--- src/hdl/cms_pkg.sv ---
// shared constants, types and example program for the control math sequencer
package cms_pkg;

  // ==========================================================================
  // datapath and memory geometry
  localparam int CMS_DW = 32;
  localparam int CMS_FRAC = 16;
  localparam int CMS_IW = 16;
  localparam int CMS_IMEM_DEPTH = 32;
  localparam int CMS_IMEM_AW = 5;
  localparam int CMS_SLOTS = 16;

  // ==========================================================================
  // instruction field positions
  localparam int CMS_OP_LSB = 0;
  localparam int CMS_DST_LSB = 4;
  localparam int CMS_BSEL_LSB = 8;
  localparam int CMS_ASEL_LSB = 12;
  localparam int CMS_FIELD_W = 4;

  // ==========================================================================
  // operation select codes
  localparam logic [3:0] CMS_OP_NONE = 4'h0;
  localparam logic [3:0] CMS_OP_ADD = 4'h1;
  localparam logic [3:0] CMS_OP_MUL = 4'h2;
  localparam logic [3:0] CMS_OP_SAT = 4'h3;
  localparam logic [3:0] CMS_OP_BYPA = 4'h4;
  localparam logic [3:0] CMS_OP_BYPB = 4'h5;

  // ==========================================================================
  // fixed operand bank slots
  localparam logic [3:0] CMS_A_GAIN_I = 4'h1;
  localparam logic [3:0] CMS_A_GAIN_D = 4'h2;
  localparam logic [3:0] CMS_A_COEF_C = 4'h3;
  localparam logic [3:0] CMS_A_GAIN_P = 4'h4;
  localparam logic [3:0] CMS_A_SETPOINT = 4'h5;
  localparam logic [3:0] CMS_A_FEEDBACK = 4'h6;
  localparam logic [3:0] CMS_A_MINUS1 = 4'hB;
  localparam logic [3:0] CMS_B_MINUS1 = 4'hC;
  localparam logic [3:0] CMS_B_CTRL_OUT = 4'h1;

  // ==========================================================================
  // reset values
  localparam logic [CMS_DW-1:0] CMS_DATA_RST = 32'h0000_0000;
  localparam logic [CMS_IMEM_AW:0] CMS_PROG_LEN_RST = 6'h16;

  // sample pair carried together from the source
  typedef struct packed {
    logic [CMS_DW-1:0] setpoint;
    logic [CMS_DW-1:0] feedback;
  } cms_sample_s;

  // decoded destination
  typedef struct packed {
    logic valid;
    logic bank_b;
    logic [3:0] slot;
  } cms_dest_s;

  // sequencer states, gray along idle -> run -> done
  typedef enum logic [1:0] {
    CMS_IDLE = 2'b00,
    CMS_RUN = 2'b01,
    CMS_DONE = 2'b11
  } cms_state_e;

  // example controller program loaded at reset
  localparam int CMS_EX_LEN = 22;
  localparam logic [CMS_IW-1:0] CMS_EX_PROG [CMS_EX_LEN] = '{
    16'h6CC2, 16'h5B31, 16'h0633, 16'h2652, 16'h1662, 16'h3442,
    16'hB272, 16'h82A1, 16'h7C42, 16'h7A11, 16'h93B1, 16'hA5A1,
    16'h0A03, 16'h4642, 16'hD8B5, 16'hA791, 16'h79A1, 16'h0A23,
    16'h8074, 16'h9084, 16'h07D5, 16'h08E5
  };

  // destination code to bank slot
  function automatic cms_dest_s cms_decode_dest(input logic [3:0] code);
    cms_dest_s d;
    d = '{valid: 1'b1, bank_b: 1'b1, slot: 4'h0};
    unique case (code)
      4'h0: d.slot = 4'h8;
      4'h1: d.slot = 4'h7;
      4'h2: d.slot = 4'h1;
      4'h3: d.slot = 4'h6;
      4'h4: d = '{valid: 1'b1, bank_b: 1'b0, slot: 4'h7};
      4'h5: d = '{valid: 1'b1, bank_b: 1'b0, slot: 4'h8};
      4'h6: d = '{valid: 1'b1, bank_b: 1'b0, slot: 4'h9};
      4'h7: d.slot = 4'h2;
      4'h8: d.slot = 4'h3;
      4'h9: d.slot = 4'h9;
      4'hA: d.slot = 4'hA;
      4'hB: d = '{valid: 1'b1, bank_b: 1'b0, slot: 4'hA};
      4'hC: d.slot = 4'hB;
      4'hD: d.slot = 4'h4;
      4'hE: d.slot = 4'h5;
      4'hF: d.valid = 1'b0;
    endcase
    return d;
  endfunction : cms_decode_dest

endpackage : cms_pkg

--- src/hdl/cms_sequencer.sv ---
// control math sequencer: serial instruction engine over two operand banks
`timescale 1ns/1ps

// What this block does
// - program held as 16-bit words in array
// - run serially from index zero below length
// - low four bits select the operation
// - bits seven to four select destination
// - bits eleven to eight index B bank
// - top four bits index A bank
// - operation zero is invalid, no arithmetic
// - operation one adds A and B
// - operation two multiplies A and B
// - operation three clamps B between limits
// - operations four, five pass A, B
// - codes 4,5,6,11 write A slots 7-10
// - other codes write listed B slots
// - destination fifteen writes nowhere
// - control output taken from B slot one
// - new sample pair starts one run
// - example program first forms error term
// - example program ends saving previous states
module cms_sequencer #(
  parameter int FRAC_BITS = cms_pkg::CMS_FRAC,
  parameter int IMEM_DEPTH = cms_pkg::CMS_IMEM_DEPTH
) (
  input wire logic clk,
  input wire logic rst_b,
  input wire logic sample_valid,
  input wire cms_pkg::cms_sample_s sample,
  output logic sample_ready,
  input wire logic [cms_pkg::CMS_DW-1:0] gain_p,
  input wire logic [cms_pkg::CMS_DW-1:0] gain_i,
  input wire logic [cms_pkg::CMS_DW-1:0] gain_d,
  input wire logic [cms_pkg::CMS_DW-1:0] coef_c,
  input wire logic [cms_pkg::CMS_DW-1:0] sat_min,
  input wire logic [cms_pkg::CMS_DW-1:0] sat_max,
  input wire logic [cms_pkg::CMS_IMEM_AW:0] prog_len,
  input wire logic prog_we,
  input wire logic [cms_pkg::CMS_IMEM_AW-1:0] prog_addr,
  input wire logic [cms_pkg::CMS_IW-1:0] prog_data,
  output logic busy,
  output logic run_done,
  output logic [cms_pkg::CMS_DW-1:0] control_out,
  output logic [cms_pkg::CMS_DW-1:0] operation_result
);

  localparam int DW = cms_pkg::CMS_DW;
  localparam int AW = cms_pkg::CMS_IMEM_AW;
  localparam logic signed [DW-1:0] FIX_MINUS1 = -(DW'(1) <<< FRAC_BITS);

  // ==========================================================================
  // state and storage
  cms_pkg::cms_state_e state_ff;
  cms_pkg::cms_state_e nxt_state;
  logic [AW:0] pc_ff;
  logic [AW:0] len_ff;
  logic [DW-1:0] lim_min_ff;
  logic [DW-1:0] lim_max_ff;
  logic [DW-1:0] setpoint_ff;
  logic [DW-1:0] feedback_ff;
  logic [DW-1:0] result_ff;
  logic [DW-1:0] nxt_result;
  logic [DW-1:0] ctrl_ff;
  logic done_ff;
  logic [cms_pkg::CMS_IW-1:0] imem_ff [IMEM_DEPTH];
  logic [DW-1:0] a_reg_ff [cms_pkg::CMS_SLOTS];
  logic [DW-1:0] b_reg_ff [cms_pkg::CMS_SLOTS];
  logic [DW-1:0] a_mux [cms_pkg::CMS_SLOTS];
  logic [DW-1:0] b_mux [cms_pkg::CMS_SLOTS];

  // ==========================================================================
  // decode of the current instruction
  logic [cms_pkg::CMS_IW-1:0] instr;
  logic [3:0] op_sel;
  logic [3:0] dst_sel;
  logic [3:0] bsel;
  logic [3:0] asel;
  logic [DW-1:0] a_data;
  logic [DW-1:0] b_data;
  logic signed [2*DW-1:0] product;
  cms_pkg::cms_dest_s dest;
  logic exec;
  logic last;

  // fetch straight from the array, one step per clock
  assign instr = imem_ff[pc_ff[AW-1:0]];
  assign op_sel = instr[cms_pkg::CMS_OP_LSB +: cms_pkg::CMS_FIELD_W];
  assign dst_sel = instr[cms_pkg::CMS_DST_LSB +: cms_pkg::CMS_FIELD_W];
  assign bsel = instr[cms_pkg::CMS_BSEL_LSB +: cms_pkg::CMS_FIELD_W];
  assign asel = instr[cms_pkg::CMS_ASEL_LSB +: cms_pkg::CMS_FIELD_W];
  assign a_data = a_mux[asel];
  assign b_data = b_mux[bsel];
  assign product = $signed(a_data) * $signed(b_data);
  assign dest = cms_pkg::cms_decode_dest(dst_sel);
  assign exec = (state_ff == cms_pkg::CMS_RUN);
  assign last = (pc_ff + (AW+1)'(1)) >= len_ff;

  // ==========================================================================
  // operand banks: writable and unused slots come from registers, the rest are inputs
  // and constants so the example program finds its gains and -1 in place
  always_comb begin
    for (int i = 0; i < cms_pkg::CMS_SLOTS; i++) begin
      a_mux[i] = a_reg_ff[i];
      b_mux[i] = b_reg_ff[i];
    end
    a_mux[0] = cms_pkg::CMS_DATA_RST;
    a_mux[cms_pkg::CMS_A_GAIN_I] = gain_i;
    a_mux[cms_pkg::CMS_A_GAIN_D] = gain_d;
    a_mux[cms_pkg::CMS_A_COEF_C] = coef_c;
    a_mux[cms_pkg::CMS_A_GAIN_P] = gain_p;
    a_mux[cms_pkg::CMS_A_SETPOINT] = setpoint_ff;
    a_mux[cms_pkg::CMS_A_FEEDBACK] = feedback_ff;
    a_mux[cms_pkg::CMS_A_MINUS1] = FIX_MINUS1;
    b_mux[0] = cms_pkg::CMS_DATA_RST;
    b_mux[cms_pkg::CMS_B_MINUS1] = FIX_MINUS1;
  end

  // ==========================================================================
  // arithmetic; fixed point keeps the middle of the full product
  always_comb begin
    nxt_result = result_ff;
    unique case (op_sel)
      cms_pkg::CMS_OP_NONE: nxt_result = result_ff;
      cms_pkg::CMS_OP_ADD: nxt_result = a_data + b_data;
      cms_pkg::CMS_OP_MUL: nxt_result = product[FRAC_BITS +: DW];
      cms_pkg::CMS_OP_SAT: begin
        if ($signed(b_data) < $signed(lim_min_ff)) begin
          nxt_result = lim_min_ff;
        end else if ($signed(b_data) > $signed(lim_max_ff)) begin
          nxt_result = lim_max_ff;
        end else begin
          nxt_result = b_data;
        end
      end
      cms_pkg::CMS_OP_BYPA: nxt_result = a_data;
      cms_pkg::CMS_OP_BYPB: nxt_result = b_data;
      default: nxt_result = result_ff;
    endcase
  end

  // ==========================================================================
  // sequencer: idle waits for a sample, run steps the program, done publishes
  always_comb begin
    nxt_state = state_ff;
    unique case (state_ff)
      cms_pkg::CMS_IDLE: begin
        if (sample_valid) begin
          nxt_state = (prog_len == '0) ? cms_pkg::CMS_DONE : cms_pkg::CMS_RUN;
        end
      end
      cms_pkg::CMS_RUN: begin
        if (last) begin
          nxt_state = cms_pkg::CMS_DONE;
        end
      end
      cms_pkg::CMS_DONE: nxt_state = cms_pkg::CMS_IDLE;
      default: nxt_state = cms_pkg::CMS_IDLE;
    endcase
  end

  always_ff @(posedge clk or negedge rst_b) begin
    if (!rst_b) begin
      state_ff <= cms_pkg::CMS_IDLE;
    end else begin
      state_ff <= nxt_state;
    end
  end

  // program counter restarts at zero for every run
  always_ff @(posedge clk or negedge rst_b) begin
    if (!rst_b) begin
      pc_ff <= '0;
    end else if (state_ff == cms_pkg::CMS_IDLE) begin
      pc_ff <= '0;
    end else if (exec) begin
      pc_ff <= pc_ff + (AW+1)'(1);
    end
  end

  // ==========================================================================
  // length, limit and sample capture at the start of a run; the copies keep
  // a mid-run change on those ports from corrupting the sequence; the gains are not copied
  always_ff @(posedge clk or negedge rst_b) begin
    if (!rst_b) begin
      len_ff <= cms_pkg::CMS_PROG_LEN_RST;
      lim_min_ff <= cms_pkg::CMS_DATA_RST;
      lim_max_ff <= cms_pkg::CMS_DATA_RST;
      setpoint_ff <= cms_pkg::CMS_DATA_RST;
      feedback_ff <= cms_pkg::CMS_DATA_RST;
    end else if (state_ff == cms_pkg::CMS_IDLE && sample_valid) begin
      len_ff <= prog_len;
      lim_min_ff <= sat_min;
      lim_max_ff <= sat_max;
      setpoint_ff <= sample.setpoint;
      feedback_ff <= sample.feedback;
    end
  end

  // ==========================================================================
  // instruction array; writes only land while idle so a run sees one program
  generate
    for (genvar g = 0; g < IMEM_DEPTH; g++) begin : g_imem
      // clamped so the unused branch never indexes past the program table
      localparam int EXI = (g < cms_pkg::CMS_EX_LEN) ? g : 0;
      always_ff @(posedge clk or negedge rst_b) begin
        if (!rst_b) begin
          imem_ff[g] <= (g < cms_pkg::CMS_EX_LEN) ? cms_pkg::CMS_EX_PROG[EXI] : '0;
        end else if (prog_we && !busy && prog_addr == AW'(g)) begin
          imem_ff[g] <= prog_data;
        end
      end
    end
  endgenerate

  // ==========================================================================
  // bank write-back, one generate entry per slot
  generate
    for (genvar s = 0; s < cms_pkg::CMS_SLOTS; s++) begin : g_bank
      always_ff @(posedge clk or negedge rst_b) begin
        if (!rst_b) begin
          a_reg_ff[s] <= cms_pkg::CMS_DATA_RST;
        end else if (exec && dest.valid && !dest.bank_b && dest.slot == 4'(s)) begin
          a_reg_ff[s] <= nxt_result;
        end
      end
      always_ff @(posedge clk or negedge rst_b) begin
        if (!rst_b) begin
          b_reg_ff[s] <= cms_pkg::CMS_DATA_RST;
        end else if (exec && dest.valid && dest.bank_b && dest.slot == 4'(s)) begin
          b_reg_ff[s] <= nxt_result;
        end
      end
    end
  endgenerate

  // ==========================================================================
  // last operation result, held across invalid codes and between runs
  always_ff @(posedge clk or negedge rst_b) begin
    if (!rst_b) begin
      result_ff <= cms_pkg::CMS_DATA_RST;
    end else if (exec) begin
      result_ff <= nxt_result;
    end
  end

  // control output only moves once the whole sequence has finished
  always_ff @(posedge clk or negedge rst_b) begin
    if (!rst_b) begin
      ctrl_ff <= cms_pkg::CMS_DATA_RST;
      done_ff <= 1'b0;
    end else begin
      done_ff <= (state_ff == cms_pkg::CMS_DONE);
      if (state_ff == cms_pkg::CMS_DONE) begin
        ctrl_ff <= b_reg_ff[cms_pkg::CMS_B_CTRL_OUT];
      end
    end
  end

  // ==========================================================================
  // outputs
  assign sample_ready = (state_ff == cms_pkg::CMS_IDLE);
  assign busy = (state_ff != cms_pkg::CMS_IDLE);
  assign run_done = done_ff;
  assign control_out = ctrl_ff;
  assign operation_result = result_ff;

endmodule : cms_sequencer

--- config.mk ---
export PLATFORM = sky130hd
export DESIGN_NAME = cms_sequencer
export DESIGN_NICKNAME = d
export VERILOG_FILES = /design/src/hdl/cms_pkg.sv /design/src/hdl/cms_sequencer.sv
export SDC_FILE = /design/constraint.sdc
export NUM_CORES = 2
export LEC_CHECK = 0
export BUFFER_PORTS_ARGS = -buffer_cell sky130_fd_sc_hd__buf_2
export CORE_ASPECT_RATIO = 1.1
export CORE_UTILIZATION = 25
export DETAILED_ROUTE_END_ITERATION = 8
export PLACE_DENSITY = 0.48
export SLEW_MARGIN = 30
export SYNTH_ARGS = -nofsm -noshare
export SYNTH_HDL_FRONTEND = slang
export SYNTH_SLANG_ARGS = --single-unit
--- constraint.sdc ---
create_clock -name clk -period 14.11 [get_ports clk]
set_input_delay 1.411 -clock clk [delete_from_list [all_inputs] [get_ports clk]]
set_output_delay 1.411 -clock clk [all_outputs]
set_load 0.03 [all_outputs]
==> flow_summary.ini <==
[die]
core_um2 = 382100
row_count = 238
initial_core_util_pct = 25.11
die-height_um = 651.7
pin_count = 354
die_w_um = 592.6
die-area_um2 = 386200

[synthesis]
syn_inst = 9331
yosysTopAreaCell = dfrtp_1
synthArstFlopShare_pct = 100.0
yosysMostFrequentCell = dfrtp_1
synth-seq-cells = 1423
synth_area_um2 = 95930
seq_area_frac_synth_pct = 37.31
synth_top_area_share_pct = 33.34
synth-edff-count = 0
syn_avg_cell_area_um2 = 10.28
synth_fp_nets = 10720
synthFlopType = dfrtp_1
yosys_warnings = 0
synthTopCellsByArea = dfrtp_1 (33%), fa_1 (18%), mux2_2 (9.0%), nand2_1 (4.9%), dfstp_2 (4.0%)
synth_cell_type_count = 91
synthTopCellsByCount = dfrtp_1 (1,278), nand2_1 (1,263), inv_1 (940)

[cells_and_area]
final_core_util_pct = 28.69
drive_gt1_share_pct = 22.32
num-nets-final = 10710
stdcell_area_um2 = 109600
fillers = 39980
area_growth_pct = 14.26

[sta]
period_minus_slack_ps = 13460
period_share_pct = 95.37
holdWs_ps = 367.6
setup_viol = 0
setup_tns_ps = 0
drv_slew = 0
fin_skew_ps = 77.69
final-hold-violation-count = 0
rsz0062_at_grt = false
relSlewSlack_pct = 30.05
fmax_ghz = 0.07432
tightest_slew_ps = 1049

[drt]
ant_nets = 0
vias = 68380
drt_pass1_iterations = 6
viasPerCell = 4.716
first_iter_violations = 5340
drc = 0
routed_wl_um = 351600
wl_per_cell_um = 24.25

[worst_setup_path]
worstPathRequired_ps = 14840
start_kind = flop
cp-end-kind = flop
cp_max_fo = 34
worst_path_most_repeated_cell = fa_1
arrival_ps = 14190
cpMaxStageDelayCell = dfrtp_4
max_stage_delay_ps = 680
path_class = flop to flop

[run_status]
status = complete, no violations

[placed_design]
port-buffer-count = 353
hpwl_um = 261700
routabilityCongestion = 0.9317
placed_area_um2 = 103800

[clock_network]
cts_resized = 0
cts_setup_buffers = 0
insertion_delay_ps = 880
clockBufferDepth = 4
clk_pin_slew_ps = 60
cts-root-buf = clkbuf_16
cts_tree = built
clock-sinks = 1423
cts_buffers = 170
htree_levels = 4
hold_buffers = 0

[grt]
antenna_found_initial = 28
grt_pass1_vias = 71080
grt_max_degree = 163
grt_pass1_wl_um = 514200
grt_overflow = 0
track_usage_pct = 18.11

[hold_path]
hold_path_class = flop to flop

[job]
maxCapViolCount = 0
## flip-flops by register name (all words and copies together), names as in the netlist
| name | count |
|---|---|
| imem_ff | 512 |
| b_mux | 448 |
| a_mux | 256 |
| control_out | 32 |
| feedback_ff | 32 |
| lim_max_ff | 32 |
| lim_min_ff | 32 |
| operation_result | 32 |
| setpoint_ff | 32 |
| len_ff | 6 |
| pc_ff | 6 |
| state_ff | 2 |
| run_done | 1 |
## worst max-delay path, delay by kind of cell, from the launching register on
kind	cells	cell delay, ps
AOI/OAI and AO/OA	12	4230
xor gates and xnor gates	1	180
adders and majority gates	9	4520
buffers and inverters	8	2350
DFF	1	680
muxes	2	490
and+or+nand+nor	5	810
## through the flow
| stage | setup WS (ps) | cells |
|---|---|---|
| 6_report | 654.0 | 14500 |
| 2_1_floorplan | 1711 | 9331 |
| 3_5_place_dp | 683.8 | 14190 |
| 5_1_grt | 68.88 | 14490 |
| 3_3_place_gp | 739.9 | 14190 |
| 4_1_cts | 585.8 | 14490 |
## layer usage
metal / wire length, um / vias up / part of all wire, % / GRT usage, %
li1: - / 30520 / - / -
met1: 148200 / 35440 / 42 / 23.41
met2: 169800 / 1845 / 48 / 30.69
met3: 18680 / 559 / 5.3 / 2.602
met4: 14800 / 22 / 4.2 / 6.351
met5: 136 / - / 0.039 / 0
## area by class of cell
class                           instances  area, um2  area share, %
Clock inverter                         49      764.5         0.6975
Sequential cell                      1423      35800          32.66
Antenna cell                           10      25.02        0.02283
Inverter                              959       3600          3.284
Clock buffer                          253       4979          4.542
Timing Repair Buffer                  658       4323          3.944
Tap cell                             5040       6306          5.753
Multi-Input combinational cell       6107      53820          49.10
## cell families after synthesis
family | Yosys count | share of synthesized area [%]
simple gates | 2418 | 10.43
flops | 1423 | 37.31
mux | 1143 | 14.43
fa+ha+maj | 1103 | 20.95
xor+xnor | 88 | 0.8765
buf+inv | 1801 | 7.362
compound gates | 1355 | 8.638
## final timing paths
kind / from / endpoint / slack (ps) / depth (start not counted)
hold reg to reg: a_mux[0] / a_mux[0] / 370 / 0
min in group asynchronous: rst_b / imem_ff[323] / 610 / 1
setup reg to reg: pc_ff[0] / a_mux[287] / 650 / 37
hold / removal: a_mux[0] / a_mux[0] / 370 / 0
max in group asynchronous: rst_b / a_mux[26] / 10600 / 4
setup / recovery: pc_ff[0] / a_mux[287] / 650 / 37
## cells in the final DEF (no fill, tap or decap), types with 17 or more instances in the layout
| cell | n |
|---|---|
| a222oi_1 | 20 |
| xnor2_1 | 61 |
| mux2_2 | 768 |
| a211oi_1 | 35 |
| nor3_1 | 18 |
| xor2_1 | 22 |
| and2_1 | 45 |
| buf_12 | 17 |
| clkbuf_1 | 44 |
| nand2b_1 | 36 |
| buf_4 | 284 |
| a21o_1 | 67 |
| dfstp_2 | 145 |
| a221oi_1 | 57 |
| nand4_1 | 29 |
| and3_1 | 40 |
| fa_1 | 839 |
| dfrtp_1 | 1276 |
| nor2b_1 | 23 |
| mux2i_1 | 240 |
| o221ai_1 | 34 |
| o21ai_0 | 388 |
| clkbuf_16 | 172 |
| ha_1 | 264 |
| nor2_1 | 728 |
| mux4_2 | 114 |
| a22oi_1 | 40 |
| nand2_1 | 1252 |
| nand3_1 | 138 |
| a21oi_1 | 476 |
| o211ai_1 | 46 |
| inv_1 | 940 |
| buf_2 | 352 |
| clkbuf_8 | 37 |
Power is left out: the tool's default activity adds up to more than one toggle a clock period on the data nets, which glitch-free logic cannot reach.
